--- src/design/afm_pkg.sv ---
// shared constants and types for the axis fault monitor and its host end
package afm_pkg;
  localparam int POS_W = 24;                       // position width
  localparam int CLK_HZ = 125000000;               // system clock rate
  localparam int SAMPLE_HZ = 1000;                 // loop sample rate
  localparam int SAMPLE_CYCLES = CLK_HZ / SAMPLE_HZ; // cycles per sample
  localparam int COUNTS_PER_REV = 4096;            // decoded counts per turn
  localparam int IDLE_DEG = 17;                    // idle trip angle
  localparam int MOVE_DEG = 180;                   // moving trip angle
  localparam logic [23:0] IDLE_LIMIT_RST = 24'(IDLE_DEG * COUNTS_PER_REV / 360);
  localparam logic [23:0] MOVE_LIMIT_RST = 24'(MOVE_DEG * COUNTS_PER_REV / 360);
  localparam logic [23:0] DRIVE_ZERO = 24'h000000; // zero drive command
  localparam int BLINK_HZ = 4;                     // fault blink rate
  localparam int BLINK_CYCLES = CLK_HZ / (2 * BLINK_HZ); // half period
  localparam int ACT_CYCLES = 1250000;             // activity stretch, 10 ms
  // host command codes
  typedef enum logic [2:0] {
    AFM_CMD_NOP = 3'b000,
    AFM_CMD_ENGAGE = 3'b001,
    AFM_CMD_DISENGAGE = 3'b010,
    AFM_CMD_COMP = 3'b011,
    AFM_CMD_POS = 3'b100
  } afm_cmd_type;
  // loop states
  typedef enum logic [1:0] {
    AFM_ST_OFF = 2'b00,
    AFM_ST_ZERO = 2'b01,
    AFM_ST_ON = 2'b10,
    AFM_ST_TRIP = 2'b11
  } afm_state_type;
endpackage
--- src/design/afm_if.sv ---
// command bus between host processor and axis fault monitor
`timescale 1ns/1ps
interface afm_if;
  logic cmd_valid; // host offers a command
  logic [2:0] cmd_code; // command code
  logic [23:0] cmd_data0; // first operand
  logic [23:0] cmd_data1; // second operand
  logic cmd_parity; // even parity over code and operands
  logic cmd_ack; // device took the command
  logic cmd_err; // device found the command faulty
  modport dev (input cmd_valid, input cmd_code, input cmd_data0, input cmd_data1,
    input cmd_parity, output cmd_ack, output cmd_err);
  modport host (output cmd_valid, output cmd_code, output cmd_data0, output cmd_data1,
    output cmd_parity, input cmd_ack, input cmd_err);
endinterface

--- src/design/afm_device.sv ---
// axis fault monitor: quadrature decode, following-error trip, status indicators
`timescale 1ns/1ps
module afm_device #(
  parameter int SAMPLE_CYC = afm_pkg::SAMPLE_CYCLES, // cycles per loop sample
  parameter int BLINK_CYC = afm_pkg::BLINK_CYCLES, // half period of fault blink
  parameter int ACT_CYC = afm_pkg::ACT_CYCLES // activity indicator stretch
) (
  input wire logic clk, // system clock
  input wire logic resetn, // asynchronous reset, active low
  afm_if.dev bus, // host command bus
  input wire logic encoder_channel_one, // encoder channel one pin
  input wire logic encoder_channel_two, // encoder channel two pin
  input wire logic self_test_done, // power-up self test finished
  input wire logic self_test_pass, // self test result
  input wire logic ctrl_fault, // internal controller fault level
  input wire logic host_fault, // host processor problem level
  output logic [23:0] drive_cmd, // drive command, zero when off
  output logic drive_enable, // drive enable output
  output logic [23:0] position, // actual encoder position
  output logic led_loop_active, // loop-active indicator
  output logic led_self_test, // self-test-pass indicator
  output logic led_activity, // host-activity indicator
  output logic led_link_fault, // link-fault indicator
  output logic led_fault // fault indicator
);
  // synchronisers for encoder pins and outside levels
  logic [1:0] s1_a, s1_b, s1_cf, s1_hf;
  logic a_q, b_q; // previous synced channel levels
  logic [2:0] dec_fill; // decode held off until sync and history are loaded
  logic [23:0] cmd_pos; // commanded position from host
  logic moving; // host says motion is being commanded
  logic [23:0] idle_limit; // idle trip limit, counts
  logic [23:0] move_limit; // moving trip limit, counts
  afm_pkg::afm_state_type state; // loop state
  logic trip_seen; // a following-error trip has happened
  logic [31:0] sample_cnt; // loop sample divider
  logic sample_tick; // one-cycle loop sample strobe
  logic [31:0] blink_cnt; // blink divider
  logic blink; // blink phase
  logic [31:0] act_cnt; // activity stretch counter
  logic link_err; // last exchange was faulty
  logic st_done, st_ok; // latched self test result
  logic good_cmd, bad_cmd; // exchange checked this cycle
  logic [23:0] err_abs; // magnitude of following error

  // absolute difference of two 24-bit positions, wrapping
  function automatic logic [23:0] abs_diff(input logic [23:0] x, input logic [23:0] y);
    logic [23:0] d;
    d = x - y;
    return d[23] ? 24'(~d + 24'h000001) : d;
  endfunction

  // exchange parity check
  assign good_cmd = bus.cmd_valid & ~(^{bus.cmd_code, bus.cmd_data0, bus.cmd_data1,
    bus.cmd_parity});
  assign bad_cmd = bus.cmd_valid & ~good_cmd;
  assign bus.cmd_ack = good_cmd; // every offer is answered the same cycle
  assign bus.cmd_err = bad_cmd;

  // two-stage synchronisers
  always_ff @(posedge clk or negedge resetn) begin
    if (!resetn) begin
      s1_a <= 2'b00;
      s1_b <= 2'b00;
      s1_cf <= 2'b00;
      s1_hf <= 2'b00;
    end else begin
      s1_a <= {s1_a[0], encoder_channel_one};
      s1_b <= {s1_b[0], encoder_channel_two};
      s1_cf <= {s1_cf[0], ctrl_fault};
      s1_hf <= {s1_hf[0], host_fault};
    end
  end

  // four-times quadrature decode; 125 MHz samples far above 400 kHz edges
  // a pin resting high after reset must not count as an edge, so wait for history
  always_ff @(posedge clk or negedge resetn) begin
    if (!resetn) begin
      a_q <= 1'b0;
      b_q <= 1'b0;
      dec_fill <= 3'b000;
      position <= 24'h000000;
    end else begin
      a_q <= s1_a[1];
      b_q <= s1_b[1];
      dec_fill <= {dec_fill[1:0], 1'b1}; // fills in three edges after reset
      if (dec_fill[2] && ((s1_a[1] ^ a_q) ^ (s1_b[1] ^ b_q))) begin // one edge
        // channel one leading gives new a equal old b reversed: count up
        if (s1_a[1] ^ b_q) begin
          position <= position + 24'h000001; // clockwise
        end else begin
          position <= position - 24'h000001; // counter-clockwise
        end
      end
    end
  end

  // host commands: position, motion flag, limits
  always_ff @(posedge clk or negedge resetn) begin
    if (!resetn) begin
      cmd_pos <= 24'h000000;
      moving <= 1'b0;
      idle_limit <= afm_pkg::IDLE_LIMIT_RST;
      move_limit <= afm_pkg::MOVE_LIMIT_RST;
    end else if (good_cmd) begin
      if (bus.cmd_code == afm_pkg::AFM_CMD_COMP) begin
        idle_limit <= bus.cmd_data0;
        move_limit <= bus.cmd_data1;
      end else if (bus.cmd_code == afm_pkg::AFM_CMD_POS) begin
        cmd_pos <= bus.cmd_data0; // commanded position
        moving <= bus.cmd_data1[0]; // motion flag
      end else if (bus.cmd_code == afm_pkg::AFM_CMD_ENGAGE) begin
        cmd_pos <= position; // engage with zero error
      end
    end
  end

  // 1 kHz sample strobe
  always_ff @(posedge clk or negedge resetn) begin
    if (!resetn) begin
      sample_cnt <= 32'h00000000;
      sample_tick <= 1'b0;
    end else begin
      sample_tick <= (sample_cnt == 32'(SAMPLE_CYC - 1));
      sample_cnt <= (sample_cnt == 32'(SAMPLE_CYC - 1)) ? 32'h00000000 : sample_cnt + 32'h1;
    end
  end

  assign err_abs = abs_diff(position, cmd_pos);

  // loop state: engage, sample check, zero then disable, latched trip
  always_ff @(posedge clk or negedge resetn) begin
    if (!resetn) begin
      state <= afm_pkg::AFM_ST_OFF;
      trip_seen <= 1'b0;
    end else begin
      case (state)
        afm_pkg::AFM_ST_ON: begin
          if (good_cmd && bus.cmd_code == afm_pkg::AFM_CMD_DISENGAGE) begin
            state <= afm_pkg::AFM_ST_OFF;
          end else if (sample_tick && (moving ? err_abs > move_limit
              : err_abs > idle_limit)) begin
            state <= afm_pkg::AFM_ST_ZERO; // zero the drive first
            trip_seen <= 1'b1;
          end
        end
        afm_pkg::AFM_ST_ZERO: begin
          state <= afm_pkg::AFM_ST_TRIP; // then drop enable
        end
        default: begin // off or tripped: only engage restarts
          if (good_cmd && bus.cmd_code == afm_pkg::AFM_CMD_ENGAGE) begin
            state <= afm_pkg::AFM_ST_ON;
            trip_seen <= 1'b0;
          end
        end
      endcase
    end
  end

  // drive outputs from flip-flops
  always_ff @(posedge clk or negedge resetn) begin
    if (!resetn) begin
      drive_cmd <= afm_pkg::DRIVE_ZERO;
      drive_enable <= 1'b0;
    end else begin
      drive_enable <= (state == afm_pkg::AFM_ST_ON) || (state == afm_pkg::AFM_ST_ZERO);
      drive_cmd <= (state == afm_pkg::AFM_ST_ON) ? 24'(cmd_pos - position)
                 : afm_pkg::DRIVE_ZERO;
    end
  end
  // loop indicator only while running with enable up; drops at once on disengage or trip
  assign led_loop_active = drive_enable && (state == afm_pkg::AFM_ST_ON);

  // self test result latch
  always_ff @(posedge clk or negedge resetn) begin
    if (!resetn) begin
      st_done <= 1'b0;
      st_ok <= 1'b0;
    end else if (self_test_done && !st_done) begin
      st_done <= 1'b1;
      st_ok <= self_test_pass;
    end
  end

  // link error flag: set on bad exchange, cleared by good one
  always_ff @(posedge clk or negedge resetn) begin
    if (!resetn) begin
      link_err <= 1'b0;
    end else if (bad_cmd) begin
      link_err <= 1'b1;
    end else if (good_cmd) begin
      link_err <= 1'b0;
    end
  end

  // activity stretch and blink dividers
  always_ff @(posedge clk or negedge resetn) begin
    if (!resetn) begin
      act_cnt <= 32'h00000000;
      blink_cnt <= 32'h00000000;
      blink <= 1'b0;
    end else begin
      if (bus.cmd_valid) begin
        act_cnt <= 32'(ACT_CYC); // restart pulse on each exchange
      end else if (act_cnt != 32'h00000000) begin
        act_cnt <= act_cnt - 32'h1;
      end
      if (blink_cnt == 32'(BLINK_CYC - 1)) begin
        blink_cnt <= 32'h00000000;
        blink <= ~blink;
      end else begin
        blink_cnt <= blink_cnt + 32'h1;
      end
    end
  end

  // indicator outputs; failed self test lights four together
  always_comb begin
    if (st_done && !st_ok) begin
      led_self_test = 1'b1;
      led_activity = 1'b1;
      led_link_fault = 1'b1;
      led_fault = 1'b1;
    end else begin
      led_self_test = st_ok;
      led_activity = (act_cnt != 32'h00000000);
      led_link_fault = link_err | s1_hf[1] | s1_cf[1];
      if (s1_cf[1]) begin
        led_fault = blink;
      end else begin
        led_fault = trip_seen;
      end
    end
  end
endmodule // afm_device

--- src/flat_wrapper.sv ---
// flat-port wrapper written by rule: the top's interface ports become plain ports
module afm_device_flat 
#(
  parameter int SAMPLE_CYC = afm_pkg::SAMPLE_CYCLES,                          
  parameter int BLINK_CYC = afm_pkg::BLINK_CYCLES,                              
  parameter int ACT_CYC = afm_pkg::ACT_CYCLES                              
)
  (clk, resetn, encoder_channel_one, encoder_channel_two, self_test_done, self_test_pass, ctrl_fault, host_fault, drive_cmd, drive_enable, position, led_loop_active, led_self_test, led_activity, led_link_fault, led_fault, bus_cmd_valid, bus_cmd_code, bus_cmd_data0, bus_cmd_data1, bus_cmd_parity, bus_cmd_ack, bus_cmd_err);
  afm_if bus_i ();
  input wire logic clk;
  input wire logic resetn;
  input wire logic encoder_channel_one;
  input wire logic encoder_channel_two;
  input wire logic self_test_done;
  input wire logic self_test_pass;
  input wire logic ctrl_fault;
  input wire logic host_fault;
  output logic [23:0] drive_cmd;
  output logic drive_enable;
  output logic [23:0] position;
  output logic led_loop_active;
  output logic led_self_test;
  output logic led_activity;
  output logic led_link_fault;
  output logic led_fault;
  input wire logic [$bits(bus_i.cmd_valid)-1:0] bus_cmd_valid;
  input wire logic [$bits(bus_i.cmd_code)-1:0] bus_cmd_code;
  input wire logic [$bits(bus_i.cmd_data0)-1:0] bus_cmd_data0;
  input wire logic [$bits(bus_i.cmd_data1)-1:0] bus_cmd_data1;
  input wire logic [$bits(bus_i.cmd_parity)-1:0] bus_cmd_parity;
  output wire logic [$bits(bus_i.cmd_ack)-1:0] bus_cmd_ack;
  output wire logic [$bits(bus_i.cmd_err)-1:0] bus_cmd_err;
  assign bus_i.cmd_valid = bus_cmd_valid;
  assign bus_i.cmd_code = bus_cmd_code;
  assign bus_i.cmd_data0 = bus_cmd_data0;
  assign bus_i.cmd_data1 = bus_cmd_data1;
  assign bus_i.cmd_parity = bus_cmd_parity;
  assign bus_cmd_ack = bus_i.cmd_ack;
  assign bus_cmd_err = bus_i.cmd_err;
  afm_device #(.SAMPLE_CYC(SAMPLE_CYC), .BLINK_CYC(BLINK_CYC), .ACT_CYC(ACT_CYC)) u_core (.clk(clk), .resetn(resetn), .bus(bus_i), .encoder_channel_one(encoder_channel_one), .encoder_channel_two(encoder_channel_two), .self_test_done(self_test_done), .self_test_pass(self_test_pass), .ctrl_fault(ctrl_fault), .host_fault(host_fault), .drive_cmd(drive_cmd), .drive_enable(drive_enable), .position(position), .led_loop_active(led_loop_active), .led_self_test(led_self_test), .led_activity(led_activity), .led_link_fault(led_link_fault), .led_fault(led_fault));
endmodule
--- config.mk ---
export PLATFORM = sky130hd
export DESIGN_NAME = afm_device_flat
export DESIGN_NICKNAME = d
export VERILOG_FILES = /design/src/design/afm_pkg.sv /design/src/design/afm_if.sv /design/src/design/afm_device.sv /design/src/flat_wrapper.sv
export SDC_FILE = /design/constraint.sdc
export NUM_CORES = 1
export LEC_CHECK = 0
export BUFFER_PORTS_ARGS = -buffer_cell sky130_fd_sc_hd__buf_2
export CAP_MARGIN = 20
export CORE_MARGIN = 1.5
export CORE_UTILIZATION = 45
export DETAILED_ROUTE_END_ITERATION = 16
export REMOVE_ABC_BUFFERS = 1
export SLEW_MARGIN = 20
export SYNTH_ARGS = -nofsm -noshare
export SYNTH_HDL_FRONTEND = slang
export SYNTH_SLANG_ARGS = --single-unit
--- constraint.sdc ---
create_clock -name clk -period 10.85 [get_ports clk]
set_input_delay 1.6275 -clock clk [delete_from_list [all_inputs] [get_ports clk]]
set_output_delay 1.6275 -clock clk [all_outputs]
set_load 0.1 [all_outputs]
Word level (Yosys, flattened, before mapping). Cells that the tools add are included.

Register bits: 239. Input bits: 61. Output and inout port bits: 56.

Magnitude comparators: 2. Muxes and demuxes: 25. Reductions and logical operators: 22. Equal/unequal tests: 11. Bitwise logic cells: 14. $add $sub $neg: 8.

Operators with widths (count): $mux 32 (4); $mux 24 (5); $add 32x1->32 const B (2); $reduce_xor 52->1 (1); $add 24x1->24 const B (2); $gt 24x24->1 (2); $sub 24x24->24 (2); $eq 32x17->1 const B (1); $eq 32x24->1 const B (1); $reduce_bool 32->1 (1); $sub 32x1->32 const B (1); $not 24->24 (1); $sub 24x1->24 const B (1); $mux 1 (11); $reduce_bool 2->1 (4); $logic_and 1x1->1 (7); $eq 3x2->1 const B (2); $mux 2 (3); $reduce_and 3->1 (2); $not 1->1 (5); $pmux 2 s2 (1); $reduce_and 2->1 (2); $reduce_and 4->1 (1); $xor 1x1->1 (4); other kinds (13) (16).

Longest topological paths before layout. Gate-level depths: netlist of run 1.

Word-level depth: 10. Depth in mapped cells: 23. Mapped depth without buffers: 23.

Worst setup path before layout of run 1. Ideal clock, no wire load.

Path kind: reg2reg. Start point: register u_core.position[1]. End point: register u_core.state[1]. Data required time: 10.719 ns. Cell stages (with the launch flop): 21. Setup slack: 5.455 ns. Path buffers: 1. Arrival: 5.265 ns. Setup time: 0.131 ns. Clock period less this slack: 5.395 ns. Cell sequence: dfrtp_1 inv_1 ha_1 nor2b_1 o31a_1 o31a_1 o2111ai_1 nand2_1 o311ai_1 clkbuf_1 nor2_1 xnor2_1 ha_1 a21o_1 a21o_1 a21oi_1 o211ai_1 a211oi_1 a2bb2oi_1 a32oi_1 mux2i_1.

Cells in the longest elaborated chain, start to end: 9.

Ends and longest elaborated chain: from (decl) (line afm_device.sv:19) `output logic [23:0] position,`; from (signal assigned) (line afm_device.sv:90) `position <= position + 24'h000001;`; from (signal assigned) (line afm_device.sv:92) `position <= position - 24'h000001;`; $sub 24x24->24 * (line afm_device.sv:49) `d = x - y;`; $not 24->24 (line afm_device.sv:50) `return d[23] ? 24'(~d + 24'h000001) : d;`; $add 24x1->24 (line afm_device.sv:50); $mux 24 * (line afm_device.sv:50); $gt 24x24->1, on equally long branches (line afm_device.sv:142, afm_device.sv:141); $mux 1 * (line afm_device.sv:141) `end else if (sample_tick && (moving ? err_abs > move_limit`; $logic_and 1x1->1 * (line afm_device.sv:141); $ne 3x1->1 (no source line) *; $reduce_and 2->1 (no source line) *; to (signal assigned) (line afm_device.sv:140) `state <= afm_pkg::AFM_ST_OFF;`; to (signal assigned) (line afm_device.sv:143) `state <= afm_pkg::AFM_ST_ZERO;`; to (signal assigned) (line afm_device.sv:148) `state <= afm_pkg::AFM_ST_TRIP;`; to (decl) (line afm_device.sv:34) `afm_pkg::afm_state_type state;`.

Mark *: on every way between the ends. The rest lies on a longest branch, timed or not. A chain may end at the register's enable or synchronous reset.

Final worst setup path of run 1.
Start point: register u_core.position[0]. End point: register u_core.state[1].

Same word-level chain as after synthesis.

==> reports/results.txt, run 1 <==
Run status: complete, no violations
Most used DFF post-synth: dfrtp_1
Yosys reg bits: 239
Crit path time final: 5.74 ns
H-tree lvl count: 1
Filler Cell Count: 3,169
Commonest non-fill, non-tap cell in the layout: dfrtp_1
Routed vias: 12,165
Die width: 189 µm
DRT antenna net count: 0
DR WL/cell: 17.0 µm
Worst hold path depth: 0
Worst reg-to-reg path cell count: 22
Largest area contributor in the synthesized netlist: dfrtp_1
Yosys warning count: 0
CP arrival: 6.17 ns
Final Cell Area: 17,600 µm²
Initial DRT Pass Iterations: 7
Top-area cell type share of the netlist area: 37.9%
Synth unique cells: 73
P&R area growth vs syn: 13.6%
I/O Pins: 117
CTS Sinks: 239
Final Max Tran Viols: 0
Total track usage: 21.7%
DP HPWL: 28,700 µm
Commonest non-fill, non-tap cells in the layout: dfrtp_1 (235), nor2_1 (189), xnor2_1 (128)
Area contributors post-synth: dfrtp_1 (38%), ha_1 (9.9%), xnor2_1 (7.3%), nor2_1 (4.6%), xor2_1 (4.5%)
Dpl cell area: 16,600 µm²
Final period util: 52.9%
CTS max path bufs: 3
Grt ovf: 0
Port bufs: 116
Clock skew: 0.0182 ns
Post-Synthesis Cells: 1,682
Relative slew margins: 28.8%
Clock-pin slew on the worst setup and hold paths: 0.06 ns
DR vias/cell: 5.39
Chip height: 189 µm
Slew of the pin with the lowest slew margin: 1.07 ns
Register-to-Register Setup Slack: 5.11 ns
Mean Syn Cell Area: 9.21 µm²
Ys async rst share: 100%
Routability cong.: 0.857
# setup viols final: 0
Max_cap viols: 0
Pin count of the biggest net entering global routing: 140
Worst Path Max Fanout: 7
CTS Buf Count: 29
RSZ-0062 raised after global routing: false
Setup TNS: 0 ns
Worst-Skew Late Latency: 0.56 ns
Critical Path Start Type: register
Data required, critical path: 11.28 ns
Die area: 35,600 µm²
Hold Crit Class: register to register
Total core area: 33,700 µm²
Netlist Area Pre-Place: 15,500 µm²
F_max: 174 MHz
Crit Path Class: register to register
Drt drc: 0
Vias in the first global route: 11,731
Hold Violations, Final: 0
Routed WL: 38,400 µm
Initial antenna violation count: 7
Setup bufs post-CTS: 0
CTS Hold Bufs: 0
Starting Density: 46.0%
Post-cts resize count: 0
Register area share after synthesis: 38.6%
Drt first-iter violations: 711
Crit end category: register
First-pass GRT wire length: 62,400 µm
Root Driver: clkbuf_16
Share of cells above drive strength 1: 14.2%
Nets: 1,972
CTS tree: done
EDFF count, synth: 0
Row Count: 67
## registers in the layout, indices dropped and copies added (netlist names), 2 cells and up
| register | flops |
|---|---|
| u_core.dec_fill | 3 |
| u_core.act_cnt | 32 |
| u_core.idle_limit | 24 |
| u_core.s1_a | 2 |
| u_core.blink_cnt | 32 |
| u_core.state | 2 |
| u_core.position | 24 |
| u_core.s1_cf | 2 |
| u_core.cmd_pos | 24 |
| u_core.s1_hf | 2 |
| u_core.sample_cnt | 32 |
| u_core.move_limit | 24 |
| u_core.drive_cmd | 24 |
| u_core.s1_b | 2 |
## synthesized netlist by cell type (7+ instances only)
cell type / n
xor2_1: 79
a31oi_1: 8
o21a_1: 17
o21bai_1: 12
nor2b_1: 16
and4_1: 7
o211ai_1: 7
ha_1: 123
o31ai_1: 11
clkbuf_1: 42
dfrtp_1: 235
o21ai_0: 59
and2_1: 8
or2_2: 7
a21o_1: 47
nand4_1: 26
or3_1: 16
inv_1: 120
a21oi_1: 126
and3_1: 23
nand2_1: 102
xnor2_1: 129
buf_2: 7
mux2_2: 51
nor3_1: 41
nor2_1: 189
nand3_1: 49
nand2b_1: 8
nor4_1: 13
a211oi_1: 15
## metal layers
layer	GRT usage (%)	routed length [µm]	up-vias
met5	0	23	-
met3	3.78	1890	56
met4	5.10	767	4
met1	31.8	19100	5809
met2	33.2	16700	256
li1	-	-	6040
## critical path: stages, from the launching register on
cell	delay, ns
dfrtp_1	0.45
inv_1	0.17
ha_1	0.19
inv_1	0.05
fa_1	0.42
a211oi_1	0.29
o21ai_1	0.17
a211oi_1	0.27
nor4_1	0.10
a211oi_1	0.45
nand3b_1	0.27
nor4_2	0.60
a21oi_1	0.17
xnor2_1	0.30
ha_1	0.31
a21o_1	0.16
a21o_1	0.17
a211oi_1	0.25
o21ai_0	0.12
a21o_1	0.17
a2bb2oi_1	0.20
a32oi_1	0.18
mux2i_1	0.16
## path summary, 6_finish.rpt
| check | start | endpoint |
|---|---|---|
| max | u_core.position[0] | u_core.state[1] |
| min | u_core.s1_hf[0] | u_core.s1_hf[1] |
| max reg2reg | u_core.position[0] | u_core.state[1] |
| min reg2reg | u_core.s1_hf[0] | u_core.s1_hf[1] |
| max in group asynchronous | resetn | u_core.blink_cnt[0] |
| min in group asynchronous | resetn | u_core.drive_cmd[1] |
## final cells by class
cell class | instances | area [µm²] | share of cell area, %
Antenna cell | 4 | 10.0 | 0.0569
Clock buffer | 41 | 861 | 4.89
Clock inverter | 11 | 165 | 0.938
Inverter | 120 | 450 | 2.56
Multi-Input combinational cell | 1272 | 8910 | 50.6
Sequential cell | 239 | 5990 | 34.0
Tap cell | 448 | 561 | 3.19
Timing Repair Buffer | 123 | 656 | 3.73
## through the flow
| stage | hold slack, ns | std cells | util (%) | setup WS (ns) |
|---|---|---|---|---|
| 6_report | 0.347 | 2258 | 52.2 | 5.11 |
| 5_1_grt | 0.364 | 2256 | 52.2 | 4.53 |
| 4_1_cts | 0.350 | 2254 | 52.2 | 5.10 |
| 3_5_place_dp | 0.336 | 2202 | 49.1 | 5.10 |
| 3_3_place_gp | 0.333 | 2202 | 49.1 | 5.16 |
| 2_1_floorplan | 0.331 | 1631 | - | 4.51 |
## kinds of logic after synthesis
group	count (synthesis)	synth area share, %
compound gates	343	14.0
xor+xnor	210	12.0
fa+ha+maj	126	10.3
buf+inv	171	4.21
flops	239	38.6
mux	56	4.03
other cells	1	0.0242
simple gates	536	16.8
Power of run 1 is left out: the tool's default activity adds up to more than one toggle a clock period on the data nets, which glitch-free logic cannot reach.
==> run 2: changes to the inputs <==
Settings changed: ABC_AREA from default to 1.
Clock period 10.85 ns to 5.4 ns, I/O delays scaled along.
==> reports/results.txt, run 2 <==
F_max: 217 MHz
Commonest non-fill, non-tap cells in the layout: nand2_1 (636), inv_1 (434), dfrtp_1 (235)
Drt drc: 0
DR vias/cell: 5.03
CTS Sinks: 239
Starting Density: 45.6%
Grt ovf: 0
First-pass GRT wire length: 74,400 µm
DR WL/cell: 14.7 µm
Hold Crit Class: input pin to asynchronous set/reset pin
Most used cell, CP: nand2_1
Crit path time final: 4.61 ns
CTS tree: done
Crit Path Class: register to register
Mean Syn Cell Area: 6.99 µm²
Post-cts resize count: 0
Slew of the pin with the lowest slew margin: 0.781 ns
Setup TNS: 0 ns
Synth unique cells: 53
CP startpoint: u_core.position[0]
Data required, critical path: 5.87 ns
Worst Path Max Fanout: 5
CTS max path bufs: 3
Clock-pin slew on the worst setup and hold paths: 0.06 ns
# setup viols final: 0
Slowest stage cell on the critical path: dfrtp_1
Routed WL: 45,400 µm
Hold Violations, Final: 0
Relative slew margins: 47.2%
H-tree lvl count: 1
Run status: complete, no violations
EDFF count, synth: 0
CP arrival: 5.08 ns
Port bufs: 116
Largest area contributor in the synthesized netlist: dfrtp_1
Synth top cells by count: nand2_1 (636), inv_1 (434), dfrtp_1 (235), nor2_1 (200), o21ai_0 (162)
Total core area: 37,600 µm²
Top-area cell type share of the netlist area: 34.3%
Ys async rst share: 100%
Reg-to-Reg Start: u_core.position[0]
Total track usage: 23.6%
P&R area growth vs syn: 12.3%
Vias in the first global route: 14,865
Netlist Area Pre-Place: 17,200 µm²
Initial antenna violation count: 0
Most frequent cell after synthesis: nand2_1
Largest regs: u_core.act_cnt (32), u_core.blink_cnt (32), u_core.sample_cnt (32)
Die width: 198 µm
Most used DFF post-synth: dfrtp_1
Initial DRT Pass Iterations: 5
Setup bufs post-CTS: 0
Routability cong.: 0.926
Register area share after synthesis: 34.9%
Row Count: 71
Die area: 39,300 µm²
Post-Synthesis Cells: 2,455
Yosys reg bits: 239
Chip height: 198 µm
Root Driver: clkbuf_16
CTS Buf Count: 29
RSZ-0062 raised after global routing: false
DP HPWL: 35,500 µm
Final Max Tran Viols: 0
CP peak stage delay: 0.42 ns
Number of diodes: 0
Drt first-iter violations: 900
Share of cells above drive strength 1: 8.24%
CTS Hold Bufs: 0
Routed vias: 15,586
DRT antenna net count: 0
Max_cap viols: 0
Critical Path Start Type: register
Final period util: 85.3%
Pin count of the biggest net entering global routing: 105
I/O Pins: 117
Area contributors post-synth: dfrtp_1 (34%), nand2_1 (14%), inv_1 (9.5%), ha_1 (9.0%), o21ai_0 (4.7%)
Nets: 2,749
Clock skew: 0.00909 ns
Worst-Skew Late Latency: 0.58 ns
Commonest non-fill, non-tap cell in the layout: nand2_1
Yosys warning count: 0
Crit end category: register
[run 2: cell types whose count changed after synthesis, sizes merged, moves of 16 or more]
cell	before	now
nand2	102	640
inv	120	436
o21ai	60	215
xnor2	129	22
nand3	49	106
mux2	51	0
a21o	47	5
a21oi	126	159
and3	23	2
clkbuf	43	25
or3	18	0
nor2b	16	0
[run 2: per-layer routing]
metal / up-vias / global-route usage (%) / part of all wire [%]
met3: 66 / 2.96 / 4.8
li1: 8052 / - / -
met5: - / 0 / 0
met1: 7175 / 33.0 / 48
met4: 0 / 6.28 / 2.2
met2: 293 / 38.3 / 45
[run 2: path summary, 6_finish.rpt]
kind,endpoint,slack (ns),cells after the start
setup / recovery,u_core.state[1],0.79,30
hold reg to reg,u_core.s1_b[1],0.35,0
min in group clk,u_core.s1_hf[0],0.34,1
hold / removal,u_core.a_q,0.24,1
setup reg to reg,u_core.state[1],0.79,30
max in group asynchronous,u_core.idle_limit[12],4.05,2
[run 2: cell type report]
type                    count  area (µm²)
clock buffers              38         830
clock inverters            16         209
multi-input cells        1730        9270
repair buffers            124         683
well taps                 511         639
flip-flops and latches    239        5990
inverters                 438        1650
fillers                  3726       18300
[run 2: cells by family after synthesis]
logic type               count (synthesis)  synth area share (%)
AO/OA/AOI/OAI                          436                  13.8
XOR/XNOR                                90                  4.64
adder cells (fa/ha/maj)                126                  9.32
buffers and inverters                  486                  11.2
flip-flops                             239                  34.9
other                                    1                0.0219
AND/OR/NAND/NOR                       1077                  26.2
[run 2: metrics by stage]
step / cell area [µm²] / setup slack, ns / util, % / hold slack (ns) / std cells
floorplan: 16900 / 0.799 / - / 0.331 / 2407
global placement: 18200 / 0.990 / 48.4 / 0.335 / 3041
detailed placement: 18200 / 0.816 / 48.4 / 0.336 / 3041
CTS: 19200 / 0.808 / 51.2 / 0.262 / 3095
global route: 19300 / 0.214 / 51.3 / 0.299 / 3096
finish: 19300 / 0.795 / 51.3 / 0.236 / 3096
[run 2: worst max-delay path, delay by kind of cell, from the launching register on]
kind	cells	cell delay, ns
buffers and inverters	3	0.30
DFF	1	0.42
xor gates and xnor gates	1	0.34
and+or+nand+nor	23	2.46
adders and majority gates	3	0.98
Power of run 2 is left out for the same reason.
